`config.mk`:
```
export PLATFORM = sky130hd
export DESIGN_NAME = pe_tape_write_framer
export DESIGN_NICKNAME = d
export VERILOG_FILES = /design/src/logic/pe_write_framer_pkg.sv /design/src/logic/pe_tape_write_framer.sv
export SDC_FILE = /design/constraint.sdc
export NUM_CORES = 1
export LEC_CHECK = 0
export BUFFER_PORTS_ARGS = -buffer_cell sky130_fd_sc_hd__buf_2
export CAP_MARGIN = 20
export CORE_UTILIZATION = 50
export CTS_BUF_LIST = sky130_fd_sc_hd__clkbuf_2 sky130_fd_sc_hd__clkbuf_4 sky130_fd_sc_hd__clkbuf_8
export CTS_CLUSTER_SIZE = 20
export DETAILED_ROUTE_END_ITERATION = 8
export HOLD_SLACK_MARGIN = 0.02
export PLACE_DENSITY_LB_ADDON = 0.05
export SLEW_MARGIN = 15
export SYNTH_ARGS = -nofsm -noshare
export SYNTH_HDL_FRONTEND = slang
export SYNTH_SLANG_ARGS = --single-unit
export TNS_END_PERCENT = 20
```
`constraint.sdc`:
```
create_clock -name aclk -period 2.4 [get_ports aclk]
set_input_delay 0 -clock aclk [delete_from_list [all_inputs] [get_ports aclk]]
set_output_delay 0 -clock aclk [all_outputs]
set_load 0.02 [all_outputs]
```
`src/logic/pe_write_framer_pkg.sv`:
```
// Constants, types and register map for the phase-encoded write framer
package pe_write_framer_pkg;

  // Register byte offsets
  localparam logic [7:0] CTRL_OFS   = 8'h00;
  localparam logic [7:0] STATUS_OFS = 8'h04;

  // Control fields
  localparam int CTRL_GO_BIT   = 0;
  localparam int CTRL_MARK_BIT = 1;

  // Status fields
  localparam int ST_STATE_LSB = 0;
  localparam int ST_RWA_BIT   = 3;
  localparam int ST_MARK_WRITE_IN_PROGRESS_BIT = 4;
  localparam int ST_IDB_BIT   = 5;
  localparam int ST_ACCEL_BIT = 6;
  localparam int ST_PWE_BIT   = 7;
  localparam int ST_CHARS_LSB = 8;

  // Bus responses
  localparam logic [1:0] RESP_OKAY   = 2'h0;
  localparam logic [1:0] RESP_SLVERR = 2'h2;

  // Character counts
  localparam logic [6:0] PREAMBLE_CHARS = 7'h28;
  localparam logic [6:0] RECORD_END_CHARS = 7'h50;

  // Buffer forcing
  localparam logic [8:0] MARK_KEEP_MASK = 9'h127;
  localparam logic [8:0] ALL_ONES_CHAR  = 9'h1ff;
  localparam int         PARITY_BIT     = 8;

  // Timing, milliseconds and clock rate
  localparam longint CLK_KHZ         = 125000;
  localparam longint T_BOT_DELAY_MS  = 202;
  localparam longint T_IDB_START_MS  = 56;
  localparam longint T_IDB_LEN_MS    = 130;
  localparam int BOT_DELAY_CYC  = int'(T_BOT_DELAY_MS * CLK_KHZ);
  localparam int IDB_START_CYC  = int'(T_IDB_START_MS * CLK_KHZ);
  localparam int IDB_LEN_CYC    = int'(T_IDB_LEN_MS * CLK_KHZ);
  localparam int START_DELAY_CYC = 1000;

  // Write major states
  typedef enum logic [2:0] {
    SEQ_IDLE,
    SEQ_MOTION,
    SEQ_PRE0,
    SEQ_PRE1,
    SEQ_DATA,
    SEQ_POS1,
    SEQ_POS_GAP,
    SEQ_POS0
  } seq_state_t;

endpackage : pe_write_framer_pkg

```
`src/logic/pe_tape_write_framer.sv`:
```
// Phase-encoded write sequencer: preamble, postamble, tape mark, id burst
`timescale 1ns/1ps
module pe_tape_write_framer
  import pe_write_framer_pkg::*;
#(
  parameter int unsigned START_DELAY = START_DELAY_CYC,
  parameter int unsigned BOT_DELAY   = BOT_DELAY_CYC,
  parameter int unsigned IDB_START   = IDB_START_CYC,
  parameter int unsigned IDB_LEN     = IDB_LEN_CYC
) (
  input  wire logic        aclk,
  input  wire logic        aresetn,
  input  wire logic [7:0]  s_axi_awaddr,
  input  wire logic        s_axi_awvalid,
  output logic             s_axi_awready,
  input  wire logic [31:0] s_axi_wdata,
  input  wire logic [3:0]  s_axi_wstrb,
  input  wire logic        s_axi_wvalid,
  output logic             s_axi_wready,
  output logic [1:0]       s_axi_bresp,
  output logic             s_axi_bvalid,
  input  wire logic        s_axi_bready,
  input  wire logic [7:0]  s_axi_araddr,
  input  wire logic        s_axi_arvalid,
  output logic             s_axi_arready,
  output logic [31:0]      s_axi_rdata,
  output logic [1:0]       s_axi_rresp,
  output logic             s_axi_rvalid,
  input  wire logic        s_axi_rready,
  input  wire logic        transport_write_clock,
  input  wire logic        beginning_of_tape,
  input  wire logic [7:0]  char_data,
  input  wire logic        frame_count_overflow,
  output logic [8:0]       write_data,
  output logic             record_pulse,
  output logic             buffer_load_clock,
  output logic             phase_clock,
  output logic             accelerating,
  output logic             heads_enable,
  output logic             char_request,
  output logic             phase_write_enable
);

  // All module state in one record
  typedef struct packed {
    // Pin synchronisers
    logic [1:0]  wclk_sync;
    logic        wclk_prev;
    logic [1:0]  bot_sync;
    // Sequencer flags, counters and write buffer
    seq_state_t  st;
    logic        record_write_active;
    logic        mark_write_in_progress;
    logic        id_burst_active;
    logic        from_bot;
    logic        write_file_mark_cmd;
    logic [31:0] delay;
    logic [6:0]  chars;
    logic        half;
    logic [8:0]  wbuf;
    logic        rec;
    logic        blc;
    logic        req;
    logic        accel;
    logic        heads;
    logic        pwe;
    // Register bus channels
    logic        aw_got;
    logic        w_got;
    logic [7:0]  waddr;
    logic [31:0] wdata;
    logic [3:0]  wstrb;
    logic        awready;
    logic        wready;
    logic        bvalid;
    logic [1:0]  bresp;
    logic        arready;
    logic        rvalid;
    logic [1:0]  rresp;
    logic [31:0] rdata;
  } state_t;

  state_t q;
  state_t d;

  // Odd parity over a data character
  // always odd in this mode
  function automatic logic odd_parity(input logic [7:0] c);
    odd_parity = ~(^c);
  endfunction : odd_parity

  // Character the write multiplexer offers for the current major state
  function automatic logic [8:0] mux_char(input seq_state_t s,
                                          input logic [7:0] c);
    case (s)
      SEQ_DATA: mux_char = {odd_parity(c), c};
      SEQ_PRE1,
      SEQ_POS1: mux_char = ALL_ONES_CHAR;
      // Preamble and postamble zeros carry a zero parity bit
      default:  mux_char = 9'h000;
    endcase
  endfunction : mux_char

  // Next-state logic for bus, synchronisers and sequencer
  always_comb begin
    logic        wrise;
    logic        load;
    logic        tick;
    logic        go;
    logic [6:0]  chars_inc;
    logic [8:0]  nbuf;
    wrise     = 1'b0;
    load      = 1'b0;
    tick      = 1'b0;
    go        = 1'b0;
    chars_inc = 7'h00;
    nbuf      = 9'h000;
    d = q;

    // Pins pass two flops; edge found on the second stage only
    d.wclk_sync = {q.wclk_sync[0], transport_write_clock};
    d.wclk_prev = q.wclk_sync[1];
    // Tape position is a level, looked at only when a write starts
    d.bot_sync  = {q.bot_sync[0], beginning_of_tape};
    // Edge found between stage two and its delayed copy, never stage one
    wrise = q.wclk_sync[1] & ~q.wclk_prev;

    // Pulses last one cycle
    d.rec = 1'b0;
    d.blc = 1'b0;
    d.req = 1'b0;

    // Write address and data channels, taken in either order
    if (s_axi_awvalid && q.awready) begin
      d.aw_got = 1'b1;
      d.waddr  = s_axi_awaddr;
    end
    if (s_axi_wvalid && q.wready) begin
      d.w_got = 1'b1;
      d.wdata = s_axi_wdata;
      d.wstrb = s_axi_wstrb;
    end
    if (q.bvalid && s_axi_bready) begin
      d.bvalid = 1'b0;
    end
    // Response waits until both halves of the write are held
    if (q.aw_got && q.w_got && !q.bvalid) begin
      d.aw_got = 1'b0;
      d.w_got  = 1'b0;
      d.bvalid = 1'b1;
      if (q.waddr[7:2] == CTRL_OFS[7:2]) begin
        d.bresp = RESP_OKAY;
        // Only byte lane zero carries command bits
        // Command bits only change while the sequencer is idle
        if (q.wstrb[0] && q.st == SEQ_IDLE) begin
          d.write_file_mark_cmd = q.wdata[CTRL_MARK_BIT];
          go = q.wdata[CTRL_GO_BIT];
        end
      end else if (q.waddr[7:2] == STATUS_OFS[7:2]) begin
        d.bresp = RESP_OKAY;  // Status is read only; write ignored
      end else begin
        d.bresp = RESP_SLVERR;
      end
    end

    // Read channel
    if (q.rvalid && s_axi_rready) begin
      d.rvalid = 1'b0;
    end
    // Unmapped reads answer zero data with an error
    if (s_axi_arvalid && q.arready) begin
      d.rvalid = 1'b1;
      d.rresp  = RESP_OKAY;
      d.rdata  = 32'h0000_0000;
      if (s_axi_araddr[7:2] == CTRL_OFS[7:2]) begin
        d.rdata[CTRL_MARK_BIT] = q.write_file_mark_cmd;
      end else if (s_axi_araddr[7:2] == STATUS_OFS[7:2]) begin
        d.rdata[ST_STATE_LSB +: 3] = q.st;
        d.rdata[ST_RWA_BIT]        = q.record_write_active;
        d.rdata[ST_MARK_WRITE_IN_PROGRESS_BIT]      = q.mark_write_in_progress;
        d.rdata[ST_IDB_BIT]        = q.id_burst_active;
        d.rdata[ST_ACCEL_BIT]      = q.accel;
        d.rdata[ST_PWE_BIT]        = q.pwe;
        d.rdata[ST_CHARS_LSB +: 7] = q.chars;
      end else begin
        d.rresp = RESP_SLVERR;
      end
    end

    // A level or a one-cycle pulse both clear the flag
    // overflow ends the data record
    if (frame_count_overflow) begin
      d.record_write_active = 1'b0;
    end

    // Buffer load on each rising transport clock edge while enabled
    // Two loads make one character; the tick marks the second
    load = wrise & q.pwe;
    if (load) begin
      nbuf = q.half ? ~q.wbuf : mux_char(q.st, char_data);
      // Burst ignores the multiplexer altogether
      // burst leaves only a toggling parity bit
      if (q.id_burst_active) begin
        nbuf = 9'h000;
        nbuf[PARITY_BIT] = ~q.wbuf[PARITY_BIT];
      end
      // mark command forces four bits clear
      if (q.write_file_mark_cmd) begin
        nbuf = nbuf & MARK_KEEP_MASK;
      end
      d.wbuf = nbuf;
      d.half = ~q.half;
      d.rec  = 1'b1;
      d.blc  = 1'b1;
      tick   = q.half;  // Second half closes a character
    end
    chars_inc = q.chars + 7'h01;

    // Write major-state sequencer
    case (q.st)
      SEQ_IDLE: begin
        if (go) begin
          // drive set energizes heads until the operation ends and starts accelerating
          d.heads = 1'b1;
          d.accel = 1'b1;
          // tape-mark write marks itself in progress
          d.mark_write_in_progress = d.write_file_mark_cmd;
          d.record_write_active    = ~d.write_file_mark_cmd;
          // write from beginning of tape adds the burst
          d.from_bot = q.bot_sync[1];
          // Counters restart for every operation
          d.delay    = 32'h0000_0000;
          d.chars    = 7'h00;
          d.half     = 1'b0;
          d.st       = SEQ_MOTION;
        end
      end
      SEQ_MOTION: begin
        // Counter is wide enough for the longest start delay
        d.delay = q.delay + 32'h0000_0001;
        if (q.from_bot) begin
          // burst window inside the longer delay
          if (q.delay == 32'(IDB_START - 1)) begin
            d.id_burst_active = 1'b1;
            // burst releases the transport write clock
            d.accel = 1'b0;
            d.half  = 1'b0;
          end
          if (q.delay == 32'(IDB_START + IDB_LEN - 1)) begin
            d.id_burst_active = 1'b0;
          end
        end
        // 202 ms delay from beginning of tape
        if ((q.from_bot && q.delay == 32'(BOT_DELAY - 1)) ||
            (!q.from_bot && q.delay == 32'(START_DELAY - 1))) begin
          // Record and mark both enter preamble zeros here
          // enabled sequencer sets preamble zeros
          d.accel = 1'b0;
          d.id_burst_active = 1'b0;
          d.chars = 7'h00;
          d.half  = 1'b0;
          d.st    = SEQ_PRE0;
        end
      end
      SEQ_PRE0: begin
        if (tick) begin
          d.chars = chars_inc;
          // forty characters, same counter as preamble
          if (chars_inc == PREAMBLE_CHARS) begin
            if (q.mark_write_in_progress) begin
              d.mark_write_in_progress = 1'b0;
              d.heads = 1'b0;
              d.st    = SEQ_IDLE;
            end else begin
              d.st = SEQ_PRE1;
            end
          end
        end
      end
      SEQ_PRE1: begin
        // One ones character, then the data phase
        if (tick) begin
          d.st  = SEQ_DATA;
          d.req = 1'b1;
        end
      end
      SEQ_DATA: begin
        if (tick) begin
          // Overflow seen mid-character still finishes the character
          // inactive record moves to postamble ones
          if (!q.record_write_active) begin
            d.st = SEQ_POS1;
          end else begin
            d.req = 1'b1;  // Ask source for next character
          end
        end
      end
      SEQ_POS1: begin
        // ones select held in this state via the multiplexer
        if (tick) begin
          // drop ones, one zero before counting
          d.st = SEQ_POS_GAP;
        end
      end
      SEQ_POS_GAP: begin
        // Zero character between ones and counted zeros, not counted
        if (tick) begin
          d.st = SEQ_POS0;
        end
      end
      SEQ_POS0: begin
        if (tick) begin
          // count from forty up to eighty
          d.chars = chars_inc;
          if (chars_inc == RECORD_END_CHARS) begin
            // Heads drop with the last zero; no erase left running
            d.heads = 1'b0;
            d.st    = SEQ_IDLE;
          end
        end
      end
      // All eight codes are states; the default still falls back to idle rather than lock up
      default: begin
        d.st = SEQ_IDLE;
      end
    endcase

    // phase write enable from major states and the id burst
    d.pwe = (d.st != SEQ_IDLE && d.st != SEQ_MOTION) | d.id_burst_active;

    // Ready only when nothing is held, so a response never overlaps
    d.awready = ~d.aw_got & ~d.bvalid;
    d.wready  = ~d.w_got & ~d.bvalid;
    // Read ready falls while data waits to be taken
    d.arready = ~d.rvalid;
  end

  // Idle is code zero, so no pulse or enable follows release
  // synchronous reset clears every flag and pulse
  always_ff @(posedge aclk) begin
    if (!aresetn) begin
      q <= '0;
    end else begin
      q <= d;
    end
  end

  // Register bus outputs straight from the state record
  assign s_axi_awready      = q.awready;
  assign s_axi_wready       = q.wready;
  assign s_axi_bresp        = q.bresp;
  assign s_axi_bvalid       = q.bvalid;
  assign s_axi_arready      = q.arready;
  assign s_axi_rdata        = q.rdata;
  assign s_axi_rresp        = q.rresp;
  assign s_axi_rvalid       = q.rvalid;

  // Tape side outputs, also registered
  assign write_data         = q.wbuf;
  assign record_pulse       = q.rec;
  assign buffer_load_clock  = q.blc;
  assign phase_clock        = q.half;

  // Transport control levels and the character request pulse
  assign accelerating       = q.accel;
  assign heads_enable       = q.heads;
  assign char_request       = q.req;
  assign phase_write_enable = q.pwe;

endmodule : pe_tape_write_framer

```
==> results of run 1 <==
==> path summary, 6_finish.rpt <==
path | end | slack (ps) | cells past startpoint
min reg2reg | q[151]$_SDFF_PN0_ | 440 | 1
max reg2reg | q[139]$_SDFFE_PN0P_ | 130 | 6
max | q[139]$_SDFFE_PN0P_ | 130 | 6
min | s_axi_rdata[1]$_SDFFE_PN0P_ | 40 | 4
==> worst max-delay path, cell delays in order, from the launching register on <==
cell                      delay, ps
sky130_fd_sc_hd__dfxtp_1        320
sky130_fd_sc_hd__or3b_1         420
sky130_fd_sc_hd__or4b_4         580
sky130_fd_sc_hd__nor4_4         320
sky130_fd_sc_hd__nand4_1        160
sky130_fd_sc_hd__and3_1         200
sky130_fd_sc_hd__o21a_1         170
==> layout make-up <==
class	count	area, µm²	area share
clock inverters	4	55.1	0.00952
flip-flops and latches	100	2000	0.346
repair buffers	128	863	0.149
clock buffers	12	159	0.0275
inverters	6	22.5	0.00390
multi-input cells	441	2520	0.435
well taps	129	161	0.0279
==> power by group through the flow <==
stage,combinational [mW],sequential [mW],clock (mW)
after detailed placement,0.166,1.73,0
after CTS,0.203,1.69,1.17
final,0.204,1.69,1.15
after global placement,0.165,1.73,0
after floorplan,0.132,1.73,0
after global routing,0.227,1.70,1.24
==> through the flow <==
| stage | hold WS, ps | cells | cell area [µm²] | util | power (mW) |
|---|---|---|---|---|---|
| floorplan | 127 | 626 | 4990 | - | 1.87 |
| global placement | 205 | 773 | 5240 | 0.559 | 1.90 |
| detailed placement | 213 | 773 | 5240 | 0.559 | 1.90 |
| CTS | 26.0 | 820 | 5760 | 0.615 | 3.07 |
| global route | 62.0 | 820 | 5780 | 0.617 | 3.16 |
| finish | 39.7 | 820 | 5780 | 0.617 | 3.05 |
==> flip-flops by register name (all words and copies together), names as in the netlist, 3 cells and up <==
signal / count
write_data: 9
q: 60
d: 3
s_axi_rdata: 15
==> per-layer routing <==
layer	GRT usage	vias to the layer above
li1	-	2262
met1	0.291	2139
met2	0.384	93
met3	0.0338	9
met4	0.0814	0
met5	0	-
==> what timing repair did <==
| item | in CTS | in global routing |
|---|---|---|
| hold endpoints to repair | 21 | 0 |
| setup endpoints to repair | 0 | 7 |
| hold buffers | 31 | 0 |
| setup buffers | 0 | 0 |
| resized for setup | 0 | 3 |
==> kinds of logic (layout without fill, tap and decap cells) <==
| group | after synthesis | in the layout | synth area share |
|---|---|---|---|
| AND/OR/NAND/NOR | 269 | 269 | 0.284 |
| multiplexers | 12 | 12 | 0.0264 |
| adder cells (fa/ha/maj) | 3 | 3 | 0.00762 |
| other | 1 | 19 | 0.000761 |
| flip-flops | 100 | 100 | 0.406 |
| buffers and inverters | 85 | 150 | 0.100 |
| AO/OA/AOI/OAI | 128 | 128 | 0.157 |
| XOR/XNOR | 10 | 10 | 0.0178 |
==> cells in the mapped netlist, types with 2 or more instances <==
master / number / area share
sky130_fd_sc_hd__xnor2_1: 10 / 0.018
sky130_fd_sc_hd__a221oi_1: 8 / 0.014
sky130_fd_sc_hd__nor2_1: 62 / 0.047
sky130_fd_sc_hd__mux2i_1: 4 / 0.0081
sky130_fd_sc_hd__o211ai_1: 3 / 0.0046
sky130_fd_sc_hd__or2_0: 3 / 0.0038
sky130_fd_sc_hd__buf_4: 46 / 0.070
sky130_fd_sc_hd__nand3b_1: 6 / 0.0091
sky130_fd_sc_hd__nand2_1: 60 / 0.046
sky130_fd_sc_hd__o21ai_1: 6 / 0.0061
sky130_fd_sc_hd__nand2b_1: 5 / 0.0064
sky130_fd_sc_hd__inv_1: 6 / 0.0046
sky130_fd_sc_hd__nand3_1: 33 / 0.034
sky130_fd_sc_hd__o21a_1: 2 / 0.0030
sky130_fd_sc_hd__nand4_1: 14 / 0.018
sky130_fd_sc_hd__a211oi_1: 4 / 0.0061
sky130_fd_sc_hd__o21ai_0: 19 / 0.019
sky130_fd_sc_hd__ha_1: 3 / 0.0076
sky130_fd_sc_hd__or4_1: 5 / 0.0076
sky130_fd_sc_hd__nor2b_1: 5 / 0.0064
sky130_fd_sc_hd__dfxtp_1: 100 / 0.41
sky130_fd_sc_hd__nor3_1: 17 / 0.017
sky130_fd_sc_hd__nor4b_1: 3 / 0.0053
sky130_fd_sc_hd__nor3b_1: 4 / 0.0061
sky130_fd_sc_hd__clkbuf_1: 31 / 0.024
sky130_fd_sc_hd__and4_1: 5 / 0.0089
sky130_fd_sc_hd__nor4_1: 5 / 0.0064
sky130_fd_sc_hd__o22ai_1: 2 / 0.0025
sky130_fd_sc_hd__or2_2: 4 / 0.0051
sky130_fd_sc_hd__or3_1: 5 / 0.0064
sky130_fd_sc_hd__a31oi_1: 9 / 0.011
sky130_fd_sc_hd__mux2_1: 7 / 0.016
sky130_fd_sc_hd__a22oi_1: 16 / 0.024
sky130_fd_sc_hd__and3_1: 13 / 0.017
sky130_fd_sc_hd__or3b_1: 2 / 0.0036
sky130_fd_sc_hd__a21oi_1: 52 / 0.053
sky130_fd_sc_hd__and2_1: 10 / 0.013
==> out/summary.md, run 1 <==
The maximum buffer depth of the clock tree is 2. The measured slew at the worst slew-check pin is 551 ps. For the number of antenna violations at the first check in global routing, the log shows 0. After detailed routing, the met3 layer carries 359 µm of wire. The critical path in this run is classified as flip-flop to flip-flop. Count of vias placed by the detailed router: 4503. The tools report the type of element launching the critical path as a flip-flop. The detailed-router iteration count before antenna repair is 4, and the count of port buffers added during placement is 70. The floorplan step set the die width to 101 µm. The run finished with clean final reports. Clock-pin slew was measured on the worst setup and hold paths at 100 ps. The max-slew violation total from the final report is 0.

In this run the most critical hold path is launched from s_axi_araddr[2]. The switching power of the nets was 0.723 mW; the number of antenna-violating nets in the routed design was 0. Using the TritonRoute via totals, the vias-per-cell ratio works out to 5.49. CTS built an H-tree with a depth of 3. The sum of overflow across all layers after global routing was 0.

The later-pin clock latency in the skew report is 370 ps. For the clock network power share, the log shows 0.377. The worst path needs 2270 ps of the cycle, external delays included.

The sequential cell area fraction in the yosys report is 0.406, and the count of maximum capacitance violations is 0. The repair_antennas step left the layout with diodes totalling 0. The synthesized netlist contains 56 unique library cells. The cell row count came out at 35. The share of synthesized flip-flops with an asynchronous set or reset works out to 0.

Most common library cell in the layout ignoring fill and taps: sky130_fd_sc_hd__dfxtp_1. The fraction of final layout cells with drive strength greater than 1 is 0.181. The synthesized area per cell is 8.10 µm². The sequential power share is 0.556. Net switching fraction of the power: 0.237. The initial core utilization was 0.526.

After the first detailed-routing iteration, the DRC count stood at 158. The final layout contains routed wiring with a total length of 11200 µm. Sort of element at the end of the critical path: a flip-flop. Tracing the worst setup path back leads to its startpoint at q[149]$_SDFF_PN0_.

The synthesized design contains 100 register bits. The routability congestion estimate was 0.869. Counting every sink on the clock net gives 100.

The most used flip-flop cell after synthesis is sky130_fd_sc_hd__dfxtp_1. Dividing the detail-routed wire length by the instance count gives 13.7 µm. STA puts the critical path data arrival time at 2530 ps. The sum of met2 wire segment lengths after detailed routing is 5330 µm, and the relative max-transition margin is 0.631. In the layout the commonest cells are 100 x sky130_fd_sc_hd__dfxtp_1, 70 x sky130_fd_sc_hd__buf_2, 62 x sky130_fd_sc_hd__nor2_1, 60 x sky130_fd_sc_hd__nand2_1, 52 x sky130_fd_sc_hd__a21oi_1. The top metal layer carrying routed signals was met4.

The worst clock skew on the final layout was 19.7 ps. Setup violations remaining at the end of the flow were counted as 0. Before CTS, the worst setup slack after placement is 94.7 ps.

The combinational power share was 0.067; the setup slack of the critical path after layout was 132 ps. Derived from the worst setup path, the maximum achievable clock frequency is 0.441 GHz. Data on the critical path is required at its endpoint by 2660 ps. In this run the static leakage power is 2.25 nW. The logs give 608 for the instance count of the mapped netlist and 3922 for the via count of the first global-routing pass. The share of the clock period used by the worst path after layout was 0.945; the areal power density over the cells was 527 nW/µm². Internal power comes to 2.33 mW.

First-pass GRT wire length: 18500 µm. In this run the worst hold path is classified as primary input to flip-flop. For the estimated wirelength of the detail-placed design, the log shows 7660 µm. Number of buffers inserted during clock tree synthesis: 9. The run gives 870 as the number of fill cells in the layout. The final layout contains 759 nets. The tools report the peak supply drop as 335 µV. Relative to the synthesized area, the layout overhead comes to 17.3%. Of all nets on the critical path, the largest fanout is 7. The number of DRC violations after detailed routing was 0.

Setup TNS: 0 ps. The tree is rooted in a sky130_fd_sc_hd__clkbuf_8. Setup repair after global routing left no endpoint under its margin. Entering global routing, the biggest net connects 31 pins.

The final number of hold-violating endpoints came out at 0. After detailed routing, the wire length on met1 is 5390 µm. The die height came out at 101 µm.

Number of enable flip-flop cells after synthesis: 0. The region available for standard cell placement spans 9370 µm². The post-synthesis instance area came out at 4930 µm². The full die area was 10300 µm²; the I/O pin count was 127. Total track usage: 0.226. TritonCTS built the clock tree. For this run, the number of Yosys warnings is 0. The tools report the startpoint of the most critical register-to-register path as q[149]$_SDFF_PN0_.
(Power assumes the default switching activity.)
==> run 2, diff against run 1 <==
--- a/config.mk
+++ b/config.mk
@@ -7,6 +7,7 @@
 export LEC_CHECK = 0
 export BUFFER_PORTS_ARGS = -buffer_cell sky130_fd_sc_hd__buf_2
 export CAP_MARGIN = 20
+export CORE_MARGIN = 4
 export CORE_UTILIZATION = 50
 export CTS_BUF_LIST = sky130_fd_sc_hd__clkbuf_2 sky130_fd_sc_hd__clkbuf_4 sky130_fd_sc_hd__clkbuf_8
 export CTS_CLUSTER_SIZE = 20
==> constraint.sdc (replaced) <==
create_clock -name aclk -period 1.9 [get_ports aclk]
set_input_delay 0 -clock aclk [delete_from_list [all_inputs] [get_ports aclk]]
set_output_delay 0 -clock aclk [all_outputs]
set_load 0.02 [all_outputs]
==> out/summary.md, run 2 (synthesis gave the netlist of run 1 again) <==
The die height was 107 µm (+5.9%). The logs give 0 (unchanged) for the number of antenna violations at the first check in global routing and 265 (+68%) for the violation count after the first detailed-route iteration. Maximum buffer depth of the clock tree: 2 (unchanged).

The detailed-route vias per instance works out to 5.45 (-0.79%). The worst setup path is captured at a flip-flop. First-pass GRT wire length: 20100 µm (+9.0%). The tools report the layout net count as 805 (+6.1%). Critical path's most frequent cell: sky130_fd_sc_hd__nor2_4. STA classifies the critical path startpoint as a flip-flop.

The final number of hold-violating endpoints is 0 (unchanged), and the wire length per cell after detailed routing is 14.3 µm (+4.2%). Data arrival time of the critical path: 2390 ps (-140 ps). The total placed cells including tap cells came out at 821 (+6.2%). The flow ran to the end, but the final reports show violations. The measured slew at the worst slew-check pin is 510 ps (-41.1 ps), and the relative max-transition margin is 0.659 (+0.0275). The final instance count without filler cells was 866 (+5.6%). The leakage component of the power was 2.50 nW (+11%); the final standard cell utilization of the core was 0.671 (+0.0540). The storage element area is 2010 µm² (+0.62%). The start-to-end type of the worst setup path is flip-flop to flip-flop. The core footprint came out at 9420 µm² (+0.47%). The routability congestion estimate is 0.884 (+1.8%), and the clock edge transition at the registers on the reported setup and hold paths is 100 ps (about the same). I/O pin count: 127 (unchanged). The checks that failed: setup timing.

The full die area was 11500 µm² (+12%). The areal power density over the cells came out at 587 nW/µm² (+11%). The run gives 0 (unchanged) as the antenna cell count. The estimated wirelength of the detail-placed design was 8810 µm (+15%).

The detailed-router iteration count before antenna repair is 5 (+1), and the share of the clock period used by the worst path after layout is 1.10 (+0.154). The most common library cell in the layout ignoring fill and taps is sky130_fd_sc_hd__dfxtp_1. The run gives 370 ps (about the same) as the later-pin clock latency in the skew report. The number of flip-flops in the largest register came out at 60 (unchanged). The worst hold path belongs to the class primary input to flip-flop. The number of failing setup endpoints in the final timing report is 23 (+23), and the worst slack after detailed placement is -255 ps (-350 ps).

The number of fill cells in the layout came out at 804 (-7.6%). The run gives 2210 ps (-450 ps) as the data required time at the worst endpoint. The count of maximum capacitance violations was 0 (unchanged); the peak supply drop was 380 µV (+13%). The area growth from synthesis to layout was 28.2%. Setup repair after global routing could not meet its margin everywhere.

The number of H-tree branching levels was 3 (unchanged). The floorplan die width is 107 µm (+5.9%), and the setup slack of the critical path after layout is -188 ps (-320 ps). The fraction of final layout cells with drive strength greater than 1 is 0.292 (+0.111), and the via count of the first global-routing pass is 4287 (+9.3%). Count of vias placed by the detailed router: 4718 (+4.8%). The total track usage is 0.213 (-0.0131). The largest driver fanout on the critical path was 3 (-4); the routed wire length was 12400 µm (+10%).

The count of port buffers added during placement is 70 (unchanged). For the number of antenna-violating nets in the routed design, the log shows 0 (unchanged). The run gives 0 (unchanged) as the sum of overflow across all layers after global routing. Initial core utilization: 0.523 (-0.00244).

The slowest library cell on the worst path is sky130_fd_sc_hd__or4b_4. The tools report the area occupied by multi-input gates as 2710 µm² (+7.5%). The tools report the worst clock skew on the final layout as 15.9 ps (-3.75 ps). The top register by number of flip-flops is q. TritonCTS built the clock tree.

The clock sink count is 100 (unchanged), and the cell row count is 35 (unchanged). In the layout the commonest cells are 92 x sky130_fd_sc_hd__dfxtp_1, 72 x sky130_fd_sc_hd__buf_4, 70 x sky130_fd_sc_hd__buf_2, 60 x sky130_fd_sc_hd__nand2_1, 57 x sky130_fd_sc_hd__nor2_1. The achievable frequency was 0.479 GHz (+8.6%). Root cell of the clock tree: sky130_fd_sc_hd__clkbuf_8.

The critical path goes through or3b_4, or4b_4, buf_6, nor2_4, nand4_1, mux2_4, nor2_4. The pin count of the biggest net entering global routing was 41 (+32%); the maximum cell stage delay along the critical path was 560 ps (-20 ps). The run gives 9 (unchanged) as the number of buffers inserted during clock tree synthesis. The post-route minimum period was 2090 ps (-180 ps). The max-slew violation total from the final report came out at 0 (unchanged).

The run gives 0 (unchanged) as the number of DRC violations after detailed routing.
## run 2: final timing paths
check,from,to,slack [ps],cells after the start
worst max-delay path,q[149]$_SDFF_PN0_,q[129]$_SDFFE_PN0P_,-190,7
worst min-delay path,s_axi_araddr[2],s_axi_rdata[1]$_SDFFE_PN0P_,40,4
worst max register to register,q[149]$_SDFF_PN0_,q[129]$_SDFFE_PN0P_,-190,7
worst min register to register,d[151]$_SDFF_PN0_,q[151]$_SDFF_PN0_,450,1
## run 2: repair_timing
item	in CTS	in global routing
pin swaps	9	13
endpoints found under the setup margin	42	39
hold endpoints to repair	20	0
buffers inserted	1	1
gates resized for setup	23	22
hold buffers	27	0
gates cloned	0	0
## run 2: stage by stage
step	cell area, µm²	TNS (ps)	hold slack, ps	total power, mW
2_1_floorplan	5050	-1190	127	2.36
3_3_place_gp	5660	-3030	206	2.41
3_5_place_dp	5660	-3760	213	2.41
4_1_cts	6230	-1830	38.6	3.74
5_1_grt	6320	-4390	53.0	3.85
6_report	6320	-1870	41.1	3.71
## run 2: layer usage
| layer | up-vias | routed length [µm] | GRT usage |
|---|---|---|---|
| li1 | 2359 | - | - |
| met1 | 2224 | 5800 | 0.279 |
| met2 | 125 | 5850 | 0.361 |
| met3 | 10 | 600 | 0.0378 |
| met4 | 0 | 99 | 0.0548 |
| met5 | - | 0 | 0 |
## run 2: where the power goes
group	switching, mW	internal [mW]
registers	0.0217	2.12
clock network	0.777	0.525
logic	0.150	0.114
total	0.949	2.76
## run 2: worst max-delay path: cells and delay by family (launching register included)
family / cells / cell delay, ps
and+or+nand+nor: 5 / 1210
DFF: 1 / 340
muxes: 1 / 330
buffers and inverters: 1 / 150
## run 2: final cells by class
class                      instances  area share
multi-input combinational        441       0.428
sequential                       100       0.319
timing repair buffer             174       0.194
tap                              129      0.0256
clock buffer                      10      0.0218
clock inverter                     6     0.00753
inverter                           6     0.00357
